**src/fault_log_pkg.sv**
```systemverilog
package fault_log_pkg;

	// ==========================================================
	// Record framing constants
	// ==========================================================
	// Byte count sent ahead of the record
	localparam logic [7:0] BYTE_COUNT = 8'hFF;
	// Record index holding the stored loop pointer
	localparam logic [7:0] PTR_INDEX = 8'h00;
	// First cyclic byte, also the preamble length
	localparam logic [7:0] CYCLIC_FIRST = 8'h48;
	// Last record byte with valid fault data
	localparam logic [7:0] LAST_VALID = 8'hED;
	// Last reserved byte, end of the record
	localparam logic [7:0] RECORD_LAST = 8'hFE;
	// Value returned for reserved bytes
	localparam logic [7:0] FILLER = 8'h00;
	// Offset between record index and host byte number
	localparam logic [7:0] HOST_BASE = 8'h01;

	// ==========================================================
	// Telemetry loop layout
	// ==========================================================
	// Highest loop position (loop is this plus one long)
	localparam logic [5:0] LOOP_MAX = 6'h2D;
	// Bytes per output channel
	localparam logic [5:0] CH_BYTES = 6'h05;
	// Start of the input voltage group
	localparam logic [5:0] VIN_POS = 6'h0A;
	// Start of channels 2-3
	localparam logic [5:0] GRP_B_POS = 6'h0D;
	// Start of the temperature group
	localparam logic [5:0] TEMP_POS = 6'h17;
	// Start of channels 4-7
	localparam logic [5:0] GRP_C_POS = 6'h1A;
	// First channel numbers of the later groups
	localparam logic [2:0] GRP_B_CH = 3'h2;
	localparam logic [2:0] GRP_C_CH = 3'h4;

	// ==========================================================
	// Types
	// ==========================================================
	// Which part of the block read a byte belongs to
	typedef enum logic [1:0] {
		KIND_COUNT = 2'h0,
		KIND_PREAMBLE = 2'h1,
		KIND_CYCLIC = 2'h2,
		KIND_RESERVED = 2'h3
	} kind_t;

	// Telemetry field held by a cyclic byte
	typedef enum logic [3:0] {
		FLD_READ_LO = 4'h0,
		FLD_READ_HI = 4'h1,
		FLD_STAT_OUT = 4'h2,
		FLD_STAT_MFR = 4'h3,
		FLD_STAT_MFR2 = 4'h4,
		FLD_VIN_LO = 4'h5,
		FLD_VIN_HI = 4'h6,
		FLD_VIN_STAT = 4'h7,
		FLD_TEMP_LO = 4'h8,
		FLD_TEMP_HI = 4'h9,
		FLD_TEMP_STAT = 4'hA,
		FLD_NONE = 4'hF
	} field_t;

	// One returned byte with its decode
	typedef struct packed {
		logic [7:0] data;
		logic [7:0] index;
		logic [7:0] host_num;
		kind_t kind;
		logic [5:0] position;
		field_t field;
		logic [2:0] channel;
	} out_byte_t;

endpackage : fault_log_pkg

```
**src/fault_log_block_readout.sv**
```systemverilog
`timescale 1ns/1ps
module fault_log_block_readout (
	input wire logic sys_clk,
	input wire logic reset_n,
	input wire logic start,
	output logic [7:0] rec_addr,
	input wire logic [7:0] rec_data,
	output logic out_valid,
	input wire logic out_ready,
	output fault_log_pkg::out_byte_t out_byte,
	output logic busy
);

	// ==========================================================
	// Declarations
	// ==========================================================
	// Sequencer states
	typedef enum logic [2:0] {
		ST_IDLE = 3'b001,
		ST_BODY = 3'b010,
		ST_DRAIN = 3'b100
	} state_t;

	state_t state_reg; // Sequencer state
	logic [7:0] idx_reg; // Next record index to load
	logic [5:0] ptr_reg; // Pointer caught from byte zero
	logic [5:0] pos_reg; // Position of last cyclic byte
	logic out_valid_reg; // Output byte holds data
	fault_log_pkg::out_byte_t out_reg; // Output byte
	logic adv; // Output slot free this cycle
	logic load; // A record byte is loaded now
	logic [5:0] ptr_eff; // Pointer clamped into the loop
	logic [5:0] pos_next; // Position for the byte loaded now
	fault_log_pkg::kind_t kind_next; // Region of the byte loaded
	fault_log_pkg::field_t fld_next; // Field of the byte loaded
	logic [2:0] ch_next; // Channel of the byte loaded
	logic [6:0] dec_next; // Channel and field code of the byte loaded

	// ==========================================================
	// Loop layout decode
	// ==========================================================
	// Splits a loop position into channel and field
	function automatic logic [6:0] decode_pos(input logic [5:0] p);
		logic [5:0] rel;
		logic [2:0] base;
		rel = 6'h00;
		base = 3'h0;
		// Input voltage group sits between channels 1 and 2
		if (p >= fault_log_pkg::VIN_POS && p < fault_log_pkg::GRP_B_POS) begin
			rel = p - fault_log_pkg::VIN_POS;
			return {3'h0, 4'(fault_log_pkg::FLD_VIN_LO) + 4'(rel)};
		end
		// Temperature group sits between channels 3 and 4
		if (p >= fault_log_pkg::TEMP_POS && p < fault_log_pkg::GRP_C_POS) begin
			rel = p - fault_log_pkg::TEMP_POS;
			return {3'h0, 4'(fault_log_pkg::FLD_TEMP_LO) + 4'(rel)};
		end
		if (p < fault_log_pkg::VIN_POS) begin
			rel = p;
		end else if (p < fault_log_pkg::TEMP_POS) begin
			rel = p - fault_log_pkg::GRP_B_POS;
			base = fault_log_pkg::GRP_B_CH;
		end else begin
			rel = p - fault_log_pkg::GRP_C_POS;
			base = fault_log_pkg::GRP_C_CH;
		end
		// Five bytes per channel: low, high, status, mfr, mfr2
		return {base + 3'(rel / fault_log_pkg::CH_BYTES),
			4'(rel % fault_log_pkg::CH_BYTES)};
	endfunction : decode_pos

	// ==========================================================
	// Next byte selection
	// ==========================================================
	// Slot frees when empty or when the host takes the byte
	assign adv = !out_valid_reg || out_ready;
	assign load = (state_reg == ST_BODY) && adv;
	assign rec_addr = idx_reg;
	// A corrupt pointer beyond the loop is held at the top
	// 46-byte loop bound
	assign ptr_eff = (ptr_reg > fault_log_pkg::LOOP_MAX) ?
		fault_log_pkg::LOOP_MAX : ptr_reg;

	// Region, position and field of the byte being loaded
	always_comb begin
		kind_next = fault_log_pkg::KIND_PREAMBLE;
		pos_next = 6'h00;
		fld_next = fault_log_pkg::FLD_NONE;
		ch_next = 3'h0;
		dec_next = 7'h00;
		if (idx_reg < fault_log_pkg::CYCLIC_FIRST) begin
			kind_next = fault_log_pkg::KIND_PREAMBLE;
		end else if (idx_reg > fault_log_pkg::LAST_VALID) begin
			kind_next = fault_log_pkg::KIND_RESERVED;
		end else begin
			kind_next = fault_log_pkg::KIND_CYCLIC;
			if (idx_reg == fault_log_pkg::CYCLIC_FIRST) begin
				pos_next = ptr_eff;
			end else if (pos_reg == 6'h00) begin
				pos_next = fault_log_pkg::LOOP_MAX;
			end else begin
				pos_next = pos_reg - 6'h01;
			end
			dec_next = decode_pos(pos_next);
			ch_next = dec_next[6:4];
			// Field code goes back through a cast to the enum type
			fld_next = fault_log_pkg::field_t'(dec_next[3:0]);
		end
	end

	// ==========================================================
	// Sequencer and output valid
	// ==========================================================
	// Count byte first, then record bytes 0..254, then drain
	always_ff @(posedge sys_clk or negedge reset_n) begin
		if (!reset_n) begin
			state_reg <= ST_IDLE;
			out_valid_reg <= 1'b0;
		end else begin
			unique case (state_reg)
				ST_IDLE: begin
					if (start) begin
						state_reg <= ST_BODY;
						out_valid_reg <= 1'b1;
					end
				end
				ST_BODY: begin
					if (adv) begin
						out_valid_reg <= 1'b1;
						if (idx_reg == fault_log_pkg::RECORD_LAST) begin
							state_reg <= ST_DRAIN;
						end
					end
				end
				ST_DRAIN: begin
					// Last byte taken: read complete
					if (out_ready) begin
						state_reg <= ST_IDLE;
						out_valid_reg <= 1'b0;
					end
				end
			endcase
		end
	end

	// ==========================================================
	// Record index
	// ==========================================================
	// Index restarts at every block read
	always_ff @(posedge sys_clk or negedge reset_n) begin
		if (!reset_n) begin
			idx_reg <= 8'h00;
		end else if (state_reg == ST_IDLE) begin
			idx_reg <= fault_log_pkg::PTR_INDEX;
		end else if (load && idx_reg != fault_log_pkg::RECORD_LAST) begin
			idx_reg <= idx_reg + 8'h01;
		end
	end

	// ==========================================================
	// Pointer capture and position tracking
	// ==========================================================
	// pointer from byte zero
	always_ff @(posedge sys_clk or negedge reset_n) begin
		if (!reset_n) begin
			ptr_reg <= 6'h00;
		end else if (load && idx_reg == fault_log_pkg::PTR_INDEX) begin
			ptr_reg <= rec_data[5:0];
		end
	end

	// Position of the last cyclic byte handed out
	always_ff @(posedge sys_clk or negedge reset_n) begin
		if (!reset_n) begin
			pos_reg <= 6'h00;
		end else if (load && kind_next == fault_log_pkg::KIND_CYCLIC) begin
			pos_reg <= pos_next;
		end
	end

	// ==========================================================
	// Output byte register
	// ==========================================================
	// Data is registered so the host sees a steady byte
	always_ff @(posedge sys_clk or negedge reset_n) begin
		if (!reset_n) begin
			out_reg <= '0;
		end else if (state_reg == ST_IDLE && start) begin
			out_reg <= '0;
			out_reg.data <= fault_log_pkg::BYTE_COUNT;
			out_reg.kind <= fault_log_pkg::KIND_COUNT;
			out_reg.field <= fault_log_pkg::FLD_NONE;
		end else if (load) begin
			out_reg.data <= (kind_next == fault_log_pkg::KIND_RESERVED) ?
				fault_log_pkg::FILLER : rec_data;
			out_reg.index <= idx_reg;
			out_reg.host_num <= idx_reg + fault_log_pkg::HOST_BASE;
			out_reg.kind <= kind_next;
			out_reg.position <= pos_next;
			out_reg.field <= fld_next;
			out_reg.channel <= ch_next;
		end
	end

	assign out_valid = out_valid_reg;
	assign out_byte = out_reg;
	assign busy = (state_reg != ST_IDLE);

	// ==========================================================
	// Checks
	// ==========================================================
	// Properties watch the outputs as the host sees them
	AST_COUNT_FIRST: assert property (
		@(posedge sys_clk) disable iff (!reset_n)
		state_reg == ST_IDLE && start |=> out_valid &&
		out_byte.kind == fault_log_pkg::KIND_COUNT &&
		out_byte.data == fault_log_pkg::BYTE_COUNT)
		else $error("count byte not first");

	AST_PTR_NEXT: assert property (
		@(posedge sys_clk) disable iff (!reset_n)
		out_valid && out_ready && out_byte.kind == fault_log_pkg::KIND_COUNT
		|=> out_valid && out_byte.index == fault_log_pkg::PTR_INDEX &&
		out_byte.data[5:0] == ptr_reg)
		else $error("pointer byte not after count");

	AST_PREAMBLE: assert property (
		@(posedge sys_clk) disable iff (!reset_n)
		out_valid && out_byte.kind != fault_log_pkg::KIND_COUNT &&
		out_byte.index < fault_log_pkg::CYCLIC_FIRST |->
		out_byte.kind == fault_log_pkg::KIND_PREAMBLE)
		else $error("preamble byte misclassified");

	AST_CYC_START: assert property (
		@(posedge sys_clk) disable iff (!reset_n)
		out_valid && out_byte.index == fault_log_pkg::CYCLIC_FIRST &&
		out_byte.kind == fault_log_pkg::KIND_CYCLIC |->
		out_byte.position == ptr_eff)
		else $error("byte 72 not at pointer position");

	AST_DESCEND: assert property (
		@(posedge sys_clk) disable iff (!reset_n)
		out_valid && out_ready &&
		out_byte.kind == fault_log_pkg::KIND_CYCLIC &&
		out_byte.index < fault_log_pkg::LAST_VALID |=>
		out_byte.position == (($past(out_byte.position) == 6'h00) ?
		fault_log_pkg::LOOP_MAX : $past(out_byte.position) - 6'h01))
		else $error("cyclic position did not descend");

	AST_LAST_VALID: assert property (
		@(posedge sys_clk) disable iff (!reset_n)
		out_valid && out_byte.kind == fault_log_pkg::KIND_CYCLIC |->
		out_byte.index >= fault_log_pkg::CYCLIC_FIRST &&
		out_byte.index <= fault_log_pkg::LAST_VALID)
		else $error("cyclic byte outside 72..237");

	AST_FILLER: assert property (
		@(posedge sys_clk) disable iff (!reset_n)
		out_valid && out_byte.kind == fault_log_pkg::KIND_RESERVED |->
		out_byte.data == fault_log_pkg::FILLER &&
		out_byte.index > fault_log_pkg::LAST_VALID)
		else $error("reserved byte not filler");

	AST_HOST_NUM: assert property (
		@(posedge sys_clk) disable iff (!reset_n)
		out_valid && out_byte.kind != fault_log_pkg::KIND_COUNT |->
		out_byte.host_num == out_byte.index + fault_log_pkg::HOST_BASE)
		else $error("host number not index plus one");

	AST_LOOP_RANGE: assert property (
		@(posedge sys_clk) disable iff (!reset_n)
		out_valid |-> out_byte.position <= fault_log_pkg::LOOP_MAX)
		else $error("position beyond loop");

	AST_VIN_HI: assert property (
		@(posedge sys_clk) disable iff (!reset_n)
		out_valid && out_byte.kind == fault_log_pkg::KIND_CYCLIC &&
		out_byte.position == 6'h0B |->
		out_byte.field == fault_log_pkg::FLD_VIN_HI)
		else $error("position 11 not input high");

	AST_CH1_MFR2: assert property (
		@(posedge sys_clk) disable iff (!reset_n)
		out_valid && out_byte.kind == fault_log_pkg::KIND_CYCLIC &&
		out_byte.position == 6'h09 |-> out_byte.channel == 3'h1 &&
		out_byte.field == fault_log_pkg::FLD_STAT_MFR2)
		else $error("position 9 not ch1 mfr2");

	// A stalled host must see the same byte, or its count slips
	AST_STALL_HOLD: assert property (
		@(posedge sys_clk) disable iff (!reset_n)
		out_valid && !out_ready |=> out_valid && $stable(out_byte))
		else $error("byte changed while host stalled");

	AST_RESERVED_TAIL: assert property (
		@(posedge sys_clk) disable iff (!reset_n)
		out_valid && out_byte.kind != fault_log_pkg::KIND_COUNT &&
		out_byte.index > fault_log_pkg::LAST_VALID |->
		out_byte.kind == fault_log_pkg::KIND_RESERVED)
		else $error("byte past last valid not reserved");

	// Read length is fixed: the last reserved byte ends it
	AST_READ_END: assert property (
		@(posedge sys_clk) disable iff (!reset_n)
		out_valid && out_ready &&
		out_byte.kind == fault_log_pkg::KIND_RESERVED &&
		out_byte.index == fault_log_pkg::RECORD_LAST |=>
		!busy && !out_valid)
		else $error("read did not end after last byte");

endmodule : fault_log_block_readout

```
**config.mk**
```make
export PLATFORM = sky130hd
export DESIGN_NAME = fault_log_block_readout
export DESIGN_NICKNAME = d
export VERILOG_FILES = /design/src/fault_log_pkg.sv /design/src/fault_log_block_readout.sv
export SDC_FILE = /design/constraint.sdc
export NUM_CORES = 1
export LEC_CHECK = 0
export ABC_AREA = 1
export BUFFER_PORTS_ARGS = -buffer_cell sky130_fd_sc_hd__buf_4
export CELL_PAD_IN_SITES_DETAIL_PLACEMENT = 1
export CELL_PAD_IN_SITES_GLOBAL_PLACEMENT = 1
export CORE_MARGIN = 2
export CORE_UTILIZATION = 37
export DETAILED_ROUTE_END_ITERATION = 16
export GPL_TIMING_DRIVEN = 0
export PLACE_DENSITY = 0.75
export SLEW_MARGIN = 10
export SYNTH_ARGS = -nofsm -noshare
export SYNTH_HDL_FRONTEND = slang
export SYNTH_SLANG_ARGS = --single-unit
```
**constraint.sdc**
```tcl
create_clock -name sys_clk -period 4.17 [get_ports sys_clk]
set_clock_uncertainty 0.15 [all_clocks]
set_input_delay 0.2085 -clock sys_clk [delete_from_list [all_inputs] [get_ports sys_clk]]
set_output_delay 0.2085 -clock sys_clk [all_outputs]
set_load 0.02 [all_outputs]
```
==> tab_implementation.tex, run 1 <==
\begin{tabular}{lr}
\hline
Metric & Value \\
\hline
\multicolumn{2}{l}{\textbf{Cells and area}} \\
\quad Area occupied by multi-input gates & between 0.002 and 0.0025 mm² \\
\quad Layout overhead on the synthesized area & 41.0\% \\
\quad Flip-flop count of the largest register after layout & 39 \\
\quad Nets & 614 \\
\quad Sequential cell area in the final layout & approximately 0.0016 mm² \\
\quad \# diodes & 0 \\
\quad Largest register by flop count & out\_byte \\
\quad FILL cells & around 1200 \\
\quad Final design instance area without fill & around 0.0052 mm² \\
\quad Final std cells w/o fill & around 730 \\
\quad Fraction of layout instances using a drive strength above 1 & between 30\% and 40\% \\
\multicolumn{2}{l}{\textbf{Synthesis}} \\
\quad \#FFs+latches synth & 63 \\
\quad Synth cell types & 34 \\
\quad Cell Area, Synth & $\sim$0.0037 mm² \\
\quad Fraction of registers with async set/reset & 100\% \\
\quad Top\_reg\_cell synth & dfrtp\_1 \\
\quad Net count of the mapped netlist & around 490 \\
\quad Post-synth EDFFs & 0 \\
\quad Gate Count Post-Synth & between 400 and 500 \\
\quad Ys Warns & 0 \\
\quad Synthesized area per cell & 7.85 µm² \\
\quad Seq/Total Area, Yosys & between 40\% and 50\% \\
\multicolumn{2}{l}{\textbf{Global route}} \\
\quad Wire length of the first global-routing pass & approximately 19000 µm \\
\quad Pin count of the biggest net entering global routing & 64 \\
\quad Global-route congestion overflow total & 0 \\
\quad Global routing met2 resource utilization & roughly two fifths \\
\quad Met1 layer usage reported by global route & between 20\% and 30\% \\
\quad Global-route layer with the greatest usage & met2 \\
\quad Total GRT Usage & $\sim$23\% \\
\quad Global Route met3 Usage & 4.30\% \\
\quad Number of antenna violations at the first check in global routing & 0 \\
\quad Via count of the first global-routing pass & just under 4000 \\
\multicolumn{2}{l}{\textbf{Setup path}} \\
\quad Slowest stage cell on the critical path & dfrtp\_2 \\
\quad Crit start category & register \\
\quad Capturing element of the worst setup path & out\_byte[3]\$\_DFFE\_PN0P\_ \\
\quad Reg-to-reg endpoint & out\_byte[3]\$\_DFFE\_PN0P\_ \\
\quad Total stage count of the critical path & 43 \\
\quad Register-to-register path setup slack & -0.17 ns \\
\quad Cell class contributing the biggest share of worst-path delay & simple AND/OR/NAND/NOR gates \\
\quad Launch instance of the worst register-to-register path & rec\_addr[0]\$\_DFFE\_PN0P\_ \\
\quad Worst Setup SP & rec\_addr[0]\$\_DFFE\_PN0P\_ \\
\quad Critical Path Max Stage Delay & approximately 0.43 ns \\
\quad Logic depth of the worst register-to-register path & between 40 and 50 \\
\quad Capturing element type of the critical path & register \\
\quad Worst-path maximum fanout & 5 \\
\quad Critical Path RT & roughly 4.3 ns \\
\quad Worst Path Buf+Inv & 10 \\
\quad Critical path arrival & 4.47 ns \\
\quad Most prevalent standard cell on the critical path & nand2\_2 \\
\quad Crit path kind & register to register \\
\multicolumn{2}{l}{\textbf{Clock tree}} \\
\quad Maximum level of the CTS H-tree & 3 \\
\quad Root buffer cell & clkbuf\_8 \\
\quad Worst-Skew Late Latency & between 0.3 and 0.4 ns \\
\quad Maximum number of buffers from clock root to sink & 2 \\
\quad Clk sinks & 63 \\
\quad Number of buffers created by CTS & 9 \\
\quad Clock tree from TritonCTS & yes \\
\quad Clock-pin transition on the worst setup and hold timing paths & about 0.070 ns \\
\multicolumn{2}{l}{\textbf{STA}} \\
\quad Slew at the pin closest to its max-slew limit & roughly 0.82 ns \\
\quad Final period util & 104\% \\
\quad Number of endpoints with negative hold slack in the final report & 0 \\
\quad Minimum hold slack & 0.0383 ns \\
\quad Final setup violating endpoints & 6 \\
\quad Final critical path time including I/O delays and setup & 4.34 ns \\
\quad Achievable clock frequency & 0.230 GHz \\
\quad Final number of max-transition violations & 0 \\
\quad Slew headroom & roughly 45\% \\
\quad Least setup slack across all paths after layout & -0.172 ns \\
\quad Setup repair after global routing missed its margin & true \\
\multicolumn{2}{l}{\textbf{Placed design}} \\
\quad Number of port buffers & 60 \\
\quad Placed cell area & 0.00434 mm² \\
\quad Detailed placer's ending HPWL & about 8000 µm \\
\quad DP Cell Count & between 600 and 700 \\
\quad Placement-stage worst setup slack & -0.590 ns \\
\quad RD Place Congestion & around 0.9 \\
\multicolumn{2}{l}{\textbf{Detailed routing}} \\
\quad Routed length per placed instance & 16.3 µm \\
\quad First-pass iteration count of the detailed router & 4 \\
\quad Vias per inst & 5.00 \\
\quad Violation count after the first detailed-route iteration & 54 \\
\quad Detailed-route wire length & around 12000 µm \\
\quad Antenna-violating nets left & 0 \\
\quad DRC errors left & 0 \\
\quad DR vias & between 3000 and 4000 \\
\multicolumn{2}{l}{\textbf{Worst hold path}} \\
\quad Type of the most critical hold path & primary input to register \\
\quad Start point of the worst min-delay path & out\_ready \\
\multicolumn{2}{l}{\textbf{Die}} \\
\quad Ports placed on the boundary & 61 \\
\quad Total die area & 0.0107 mm² \\
\quad Width of the die & 103 µm \\
\quad Number of rows in the core area & 36 \\
\quad Core Box Area & 0.00968 mm² \\
\quad Initial Utilization & 37.8\% \\
\quad Die height & 103 µm \\
\multicolumn{2}{l}{\textbf{Job}} \\
\quad Maximum capacitance violations & 0 \\
\multicolumn{2}{l}{\textbf{Run status}} \\
\quad Failing checks & negative setup slack \\
\quad Result of the run & finished, violations left \\
\multicolumn{2}{l}{\textbf{Power}} \\
\quad Ratio of total power to cell area & between 400 and 500 mW/mm² \\
\quad Standby leakage power & 2.64 nW \\
\quad Worst vdd rail ir drop & 0.418 mV \\
\hline
\end{tabular}
[worst reg2reg max path, delay by kind of cell (launching register included)]
kind / cells / cell delay, ns
and+or+nand+nor: 27 / 2.28
AOI/OAI and AO/OA: 2 / 0.32
adders and majority gates: 4 / 0.59
buffers and inverters: 10 / 0.53
DFF: 1 / 0.43
[worst min path at each step]
stage | end | depth (start not counted)
after detailed placement | out_byte[15]$_DFFE_PN0P_ | 1
after CTS | state_reg[2]$_DFFE_PN0P_ | 3
after global routing | state_reg[2]$_DFFE_PN0P_ | 3
after global placement | out_byte[15]$_DFFE_PN0P_ | 1
final | state_reg[2]$_DFFE_PN0P_ | 3
after floorplan | out_byte[0]$_DFFE_PN0P_ | 0
[layout by cell type (no fill, tap or decap), drive strengths merged]
cell type,netlist,final
nand2,143,143
buf,0,104
dfrtp,62,62
inv,59,59
nand3,49,49
nor2,38,38
o21ai,37,37
a21oi,18,18
clkbuf,6,18
ha,11,11
dlygate4sd3,0,10
o22ai,8,8
xor2,7,7
mux2,6,6
nor3,4,4
nand4,4,4
xnor2,3,3
or2,3,3
clkinv,1,3
o211ai,2,2
a32o,2,2
bufinv,0,2
nand3b,1,1
nor4,1,1
dfstp,1,1
[stage by stage]
stage	TNS [ns]	util (%)	power, mW
4_1_cts	-0.196	51.7	2.42
3_5_place_dp	-2.94	44.8	1.79
6_report	-0.670	53.3	2.43
2_1_floorplan	-0.167	-	1.42
5_1_grt	-2.48	53.3	2.58
3_3_place_gp	-2.15	44.8	1.75
[synthesized netlist by cell type (2+ instances only)]
library cell / count / share of area [%]
a21oi_1: 17 / 2.3
a32o_1: 2 / 0.55
clkbuf_1: 6 / 0.62
dfrtp_1: 62 / 42
ha_1: 11 / 3.8
inv_1: 54 / 5.5
inv_2: 5 / 0.51
mux2_2: 6 / 1.8
nand2_1: 122 / 13
nand2_2: 15 / 2.6
nand2_4: 6 / 1.8
nand3_1: 42 / 5.7
nand3_2: 7 / 1.9
nand4_1: 3 / 0.51
nor2_1: 33 / 3.4
nor2_4: 3 / 0.92
nor3_1: 4 / 0.55
o211ai_1: 2 / 0.41
o21ai_0: 33 / 4.5
o21ai_1: 3 / 0.41
o22ai_1: 7 / 1.2
or2_2: 3 / 0.51
xnor2_1: 3 / 0.72
xor2_1: 7 / 1.7
[logic make-up (layout without fill, tap and decap cells)]
group | Yosys count | count (layout) | share of synthesized area [%]
multiplexers | 6 | 6 | 1.85
flip-flops | 63 | 63 | 43.1
adder cells (fa/ha/maj) | 11 | 11 | 3.76
buffers and inverters | 66 | 196 | 6.77
AO/OA/AOI/OAI | 67 | 67 | 10.2
XOR/XNOR | 10 | 10 | 2.39
AND/OR/NAND/NOR | 243 | 243 | 31.9
[report_power, final]
| part | internal, mW | switching [mW] |
|---|---|---|
| sequential | 0.762 | 0.117 |
| combinational | 0.360 | 0.603 |
| clock | 0.335 | 0.248 |
[area by class of cell]
type / instances / share of cell area, %
buffer: 6 / 0.436
clock buffer: 12 / 2.62
clock inverter: 4 / 1.36
inverter: 60 / 4.51
multi-input combinational: 337 / 40.1
sequential: 63 / 30.6
tap: 133 / 3.23
timing repair buffer: 114 / 17.1
[repair_timing]
| action | in CTS | in global routing |
|---|---|---|
| gates resized for setup | 23 | 21 |
| hold buffers | 10 | 0 |
| hold endpoints to repair | 77 | 0 |
| pin swaps | 26 | 24 |
| endpoints found under the setup margin | 7 | 7 |
| buffers inserted | 36 | 8 |
[metal layers]
layer	part of all wire [%]	vias to the layer above
met5	0	-
met3	2.8	22
met1	41	1802
met2	54	62
li1	-	1761
met4	2.3	0
(Power assumes the default switching activity.)
==> run 2: changes to the inputs <==
--- a/config.mk
+++ b/config.mk
@@ -6,12 +6,12 @@
 export NUM_CORES = 1
 export LEC_CHECK = 0
 export ABC_AREA = 1
-export BUFFER_PORTS_ARGS = -buffer_cell sky130_fd_sc_hd__buf_4
 export CELL_PAD_IN_SITES_DETAIL_PLACEMENT = 1
 export CELL_PAD_IN_SITES_GLOBAL_PLACEMENT = 1
 export CORE_MARGIN = 2
-export CORE_UTILIZATION = 37
+export CORE_UTILIZATION = 42
 export DETAILED_ROUTE_END_ITERATION = 16
+export DONT_BUFFER_PORTS = 1
 export GPL_TIMING_DRIVEN = 0
 export PLACE_DENSITY = 0.75
 export SLEW_MARGIN = 10
==> run 2 against run 1 <==
  * The run still ends with negative setup slack left
  * Combinational power is 34% lower
  * Non-clock buffer count down 59
  * Sequential cell count did not move
  * First-iteration DRC count rose by 61%
  * Sequential share of layout area is 2.5 points higher
  * Worst setup slack worse by 0.12 ns
==> tab_implementation.tex, run 2 (synthesis gave the netlist of run 1 again) <==
\begin{tabular}{lr}
\hline
Metric & Value \\
\hline
\multicolumn{2}{l}{\textbf{STA}} \\
\quad Final setup violating endpoints & 7 \\
\quad Number of endpoints with negative hold slack in the final report & 0 \\
\quad Least setup slack across all paths after layout & -0.292 ns \\
\quad Minimum hold slack & about 0.076 ns \\
\quad Slew headroom & approximately half \\
\quad Final critical path time including I/O delays and setup & about 4.5 ns \\
\quad Slew at the pin closest to its max-slew limit & between 0.7 and 0.8 ns \\
\quad Setup repair after global routing missed its margin & true \\
\quad Final number of max-transition violations & 0 \\
\quad Final period util & 107\% \\
\quad Achievable clock frequency & about 0.22 GHz \\
\multicolumn{2}{l}{\textbf{Run status}} \\
\quad Result of the run & finished, violations left \\
\quad Failing checks & negative setup slack \\
\multicolumn{2}{l}{\textbf{Detailed routing}} \\
\quad Highest Signal Layer & met4 \\
\quad DRC errors left & 0 \\
\quad Vias per inst & between 5 and 6 \\
\quad DR vias & 3463 \\
\quad Metal3 WL & 481 µm \\
\quad Antenna-violating nets left & 0 \\
\quad Routed length per placed instance & 18.0 µm \\
\quad WL met2 & about 6400 µm \\
\quad Violation count after the first detailed-route iteration & between 80 and 90 \\
\quad First-pass iteration count of the detailed router & 4 \\
\quad Routed metal-1 wire length & 4540 µm \\
\quad Detailed-route wire length & between 10000 and 15000 µm \\
\multicolumn{2}{l}{\textbf{Setup path}} \\
\quad Capturing element type of the critical path & register \\
\quad Cell class contributing the biggest share of worst-path delay & simple AND/OR/NAND/NOR gates \\
\quad Crit start category & register \\
\quad Critical path arrival & 4.58 ns \\
\quad Most prevalent standard cell on the critical path & nand2\_2 \\
\quad Critical Path Max Stage Delay & slightly above 0.5 ns \\
\quad Slowest stage cell on the critical path & dfrtp\_2 \\
\quad Crit path kind & register to register \\
\quad Worst Path Buf+Inv & 10 \\
\quad Worst-path maximum fanout & 8 \\
\quad Critical Path RT & around 4.3 ns \\
\multicolumn{2}{l}{\textbf{Cells and area}} \\
\quad Flip-flop count of the largest register after layout & 39 \\
\quad Area occupied by multi-input gates & $\sim$0.0021 mm² \\
\quad Final design instance area without fill & approximately 0.0048 mm² \\
\quad Fraction of layout instances using a drive strength above 1 & between 20 and 30\% \\
\quad Sequential cell area in the final layout & $\sim$0.0016 mm² \\
\quad \# diodes & 0 \\
\quad Most used cells in the layout excluding fill and tap cells & 110 x nand2\_1, 60 x dfrtp\_1, 45 x inv\_1 \\
\quad FILL cells & about 1100 \\
\quad Largest register by flop count & out\_byte \\
\quad Most frequent standard cell in the layout excluding fill and tap cells & nand2\_1 \\
\quad Nets & about 560 \\
\quad Layout overhead on the synthesized area & 30.3\% \\
\multicolumn{2}{l}{\textbf{Global route}} \\
\quad Via count of the first global-routing pass & 3739 \\
\quad Global-route congestion overflow total & 0 \\
\quad Number of antenna violations at the first check in global routing & 0 \\
\quad Pin count of the biggest net entering global routing & 64 \\
\quad Total GRT Usage & roughly 24\% \\
\quad Wire length of the first global-routing pass & 18400 µm \\
\multicolumn{2}{l}{\textbf{Clock tree}} \\
\quad Maximum number of buffers from clock root to sink & 2 \\
\quad Clock tree from TritonCTS & yes \\
\quad Clk sinks & 63 \\
\quad Clock-pin transition on the worst setup and hold timing paths & about 0.07 ns \\
\quad Number of buffers created by CTS & 9 \\
\quad Worst-Skew Late Latency & 0.34 ns \\
\quad Root buffer cell & clkbuf\_8 \\
\quad Maximum level of the CTS H-tree & 3 \\
\multicolumn{2}{l}{\textbf{Power}} \\
\quad Total design power & between 2 and 2.5 mW \\
\quad Worst vdd rail ir drop & roughly 0.35 mV \\
\quad Internal Pwr Total & about 1.3 mW \\
\quad Ratio of total power to cell area & $\sim$460 mW/mm² \\
\quad Standby leakage power & 2.33 nW \\
\quad Comb pwr share & $\sim$29\% \\
\quad Sw frac & 42.3\% \\
\quad Share of power burned in the clock network & around a quarter \\
\quad Register share of total power & 47.1\% \\
\quad Sw Pwr & approximately 0.93 mW \\
\multicolumn{2}{l}{\textbf{Die}} \\
\quad Initial Utilization & between 40\% and 50\% \\
\quad Number of rows in the core area & 34 \\
\quad Width of the die & slightly below 100 µm \\
\quad Total die area & around 0.0095 mm² \\
\quad Core Box Area & about 0.0086 mm² \\
\quad Ports placed on the boundary & slightly above 60 \\
\quad Die height & a little under 100 µm \\
\multicolumn{2}{l}{\textbf{Job}} \\
\quad Maximum capacitance violations & 0 \\
\multicolumn{2}{l}{\textbf{Placed design}} \\
\quad RD Place Congestion & between 0.8 and 0.9 \\
\quad Placement-stage worst setup slack & -0.661 ns \\
\quad Detailed placer's ending HPWL & 7470 µm \\
\quad Placed cell area & approximately 0.0039 mm² \\
\quad Number of port buffers & 0 \\
\multicolumn{2}{l}{\textbf{Worst hold path}} \\
\quad Type of the most critical hold path & primary input to register \\
\hline
\end{tabular}
run 2: cell type report:
class / instances / share of cell area (%)
well taps: 108 / 2.83
plain buffers: 6 / 0.472
multi-input cells: 337 / 44.9
repair buffers: 55 / 9.74
flip-flops and latches: 63 / 33.1
clock inverters: 4 / 0.997
clock buffers: 11 / 2.97
inverters: 60 / 4.93
run 2: timing repair:
action | in CTS | in global routing
setup endpoints to repair | 7 | 7
hold buffers | 12 | 0
gates resized for setup | 20 | 36
pin swaps | 23 | 29
buffers inserted | 26 | 18
endpoints found under the hold margin | 80 | 0
run 2: layer usage:
metal,global-route usage [%],vias up
met2,44.7,58
met3,5.54,19
met4,5.98,0
met5,0,-
met1,27.8,1742
li1,-,1644
run 2: metrics by stage:
step / instances / TNS, ns / utilization, %
floorplan: 466 / -0.167 / -
global placement: 574 / -2.49 / 44.9
detailed placement: 574 / -3.19 / 44.9
CTS: 627 / -0.808 / 51.9
global route: 644 / -3.61 / 55.5
finish: 644 / -1.45 / 55.5
run 2: final timing paths:
path                                    startpoint                       end  slack (ns)  cells past startpoint
min reg2reg                 ptr_reg[0]$_DFFE_PN0P_    ptr_reg[0]$_DFFE_PN0P_        0.38                      1
max in group asynchronous                  reset_n  state_reg[0]$_DFFE_PN1P_        3.31                      2
min                                      out_ready     out_valid$_DFFE_PN0P_        0.08                      3
max                        rec_addr[0]$_DFFE_PN0P_   out_byte[3]$_DFFE_PN0P_       -0.29                     43
min in group asynchronous                  reset_n  out_byte[20]$_DFFE_PN0P_        0.24                      2
max reg2reg                rec_addr[0]$_DFFE_PN0P_   out_byte[3]$_DFFE_PN0P_       -0.29                     43
run 2: worst register-to-register path: cells and delay by family (launching register included):
kind	cells	cell delay, ns
adder cells (fa/ha/maj)	4	0.59
buffers and inverters	10	0.56
flip-flops	1	0.51
AO/OA/AOI/OAI	2	0.30
AND/OR/NAND/NOR	27	2.27
run 2: power by group through the flow:
stage	Combinational (mW)	Clock, mW	Sequential, mW
after floorplan	0.429	0	0.995
after global placement	0.543	0	1.04
after detailed placement	0.575	0	1.04
after CTS	0.617	0.535	1.03
after global routing	0.726	0.557	1.06
final	0.636	0.527	1.03
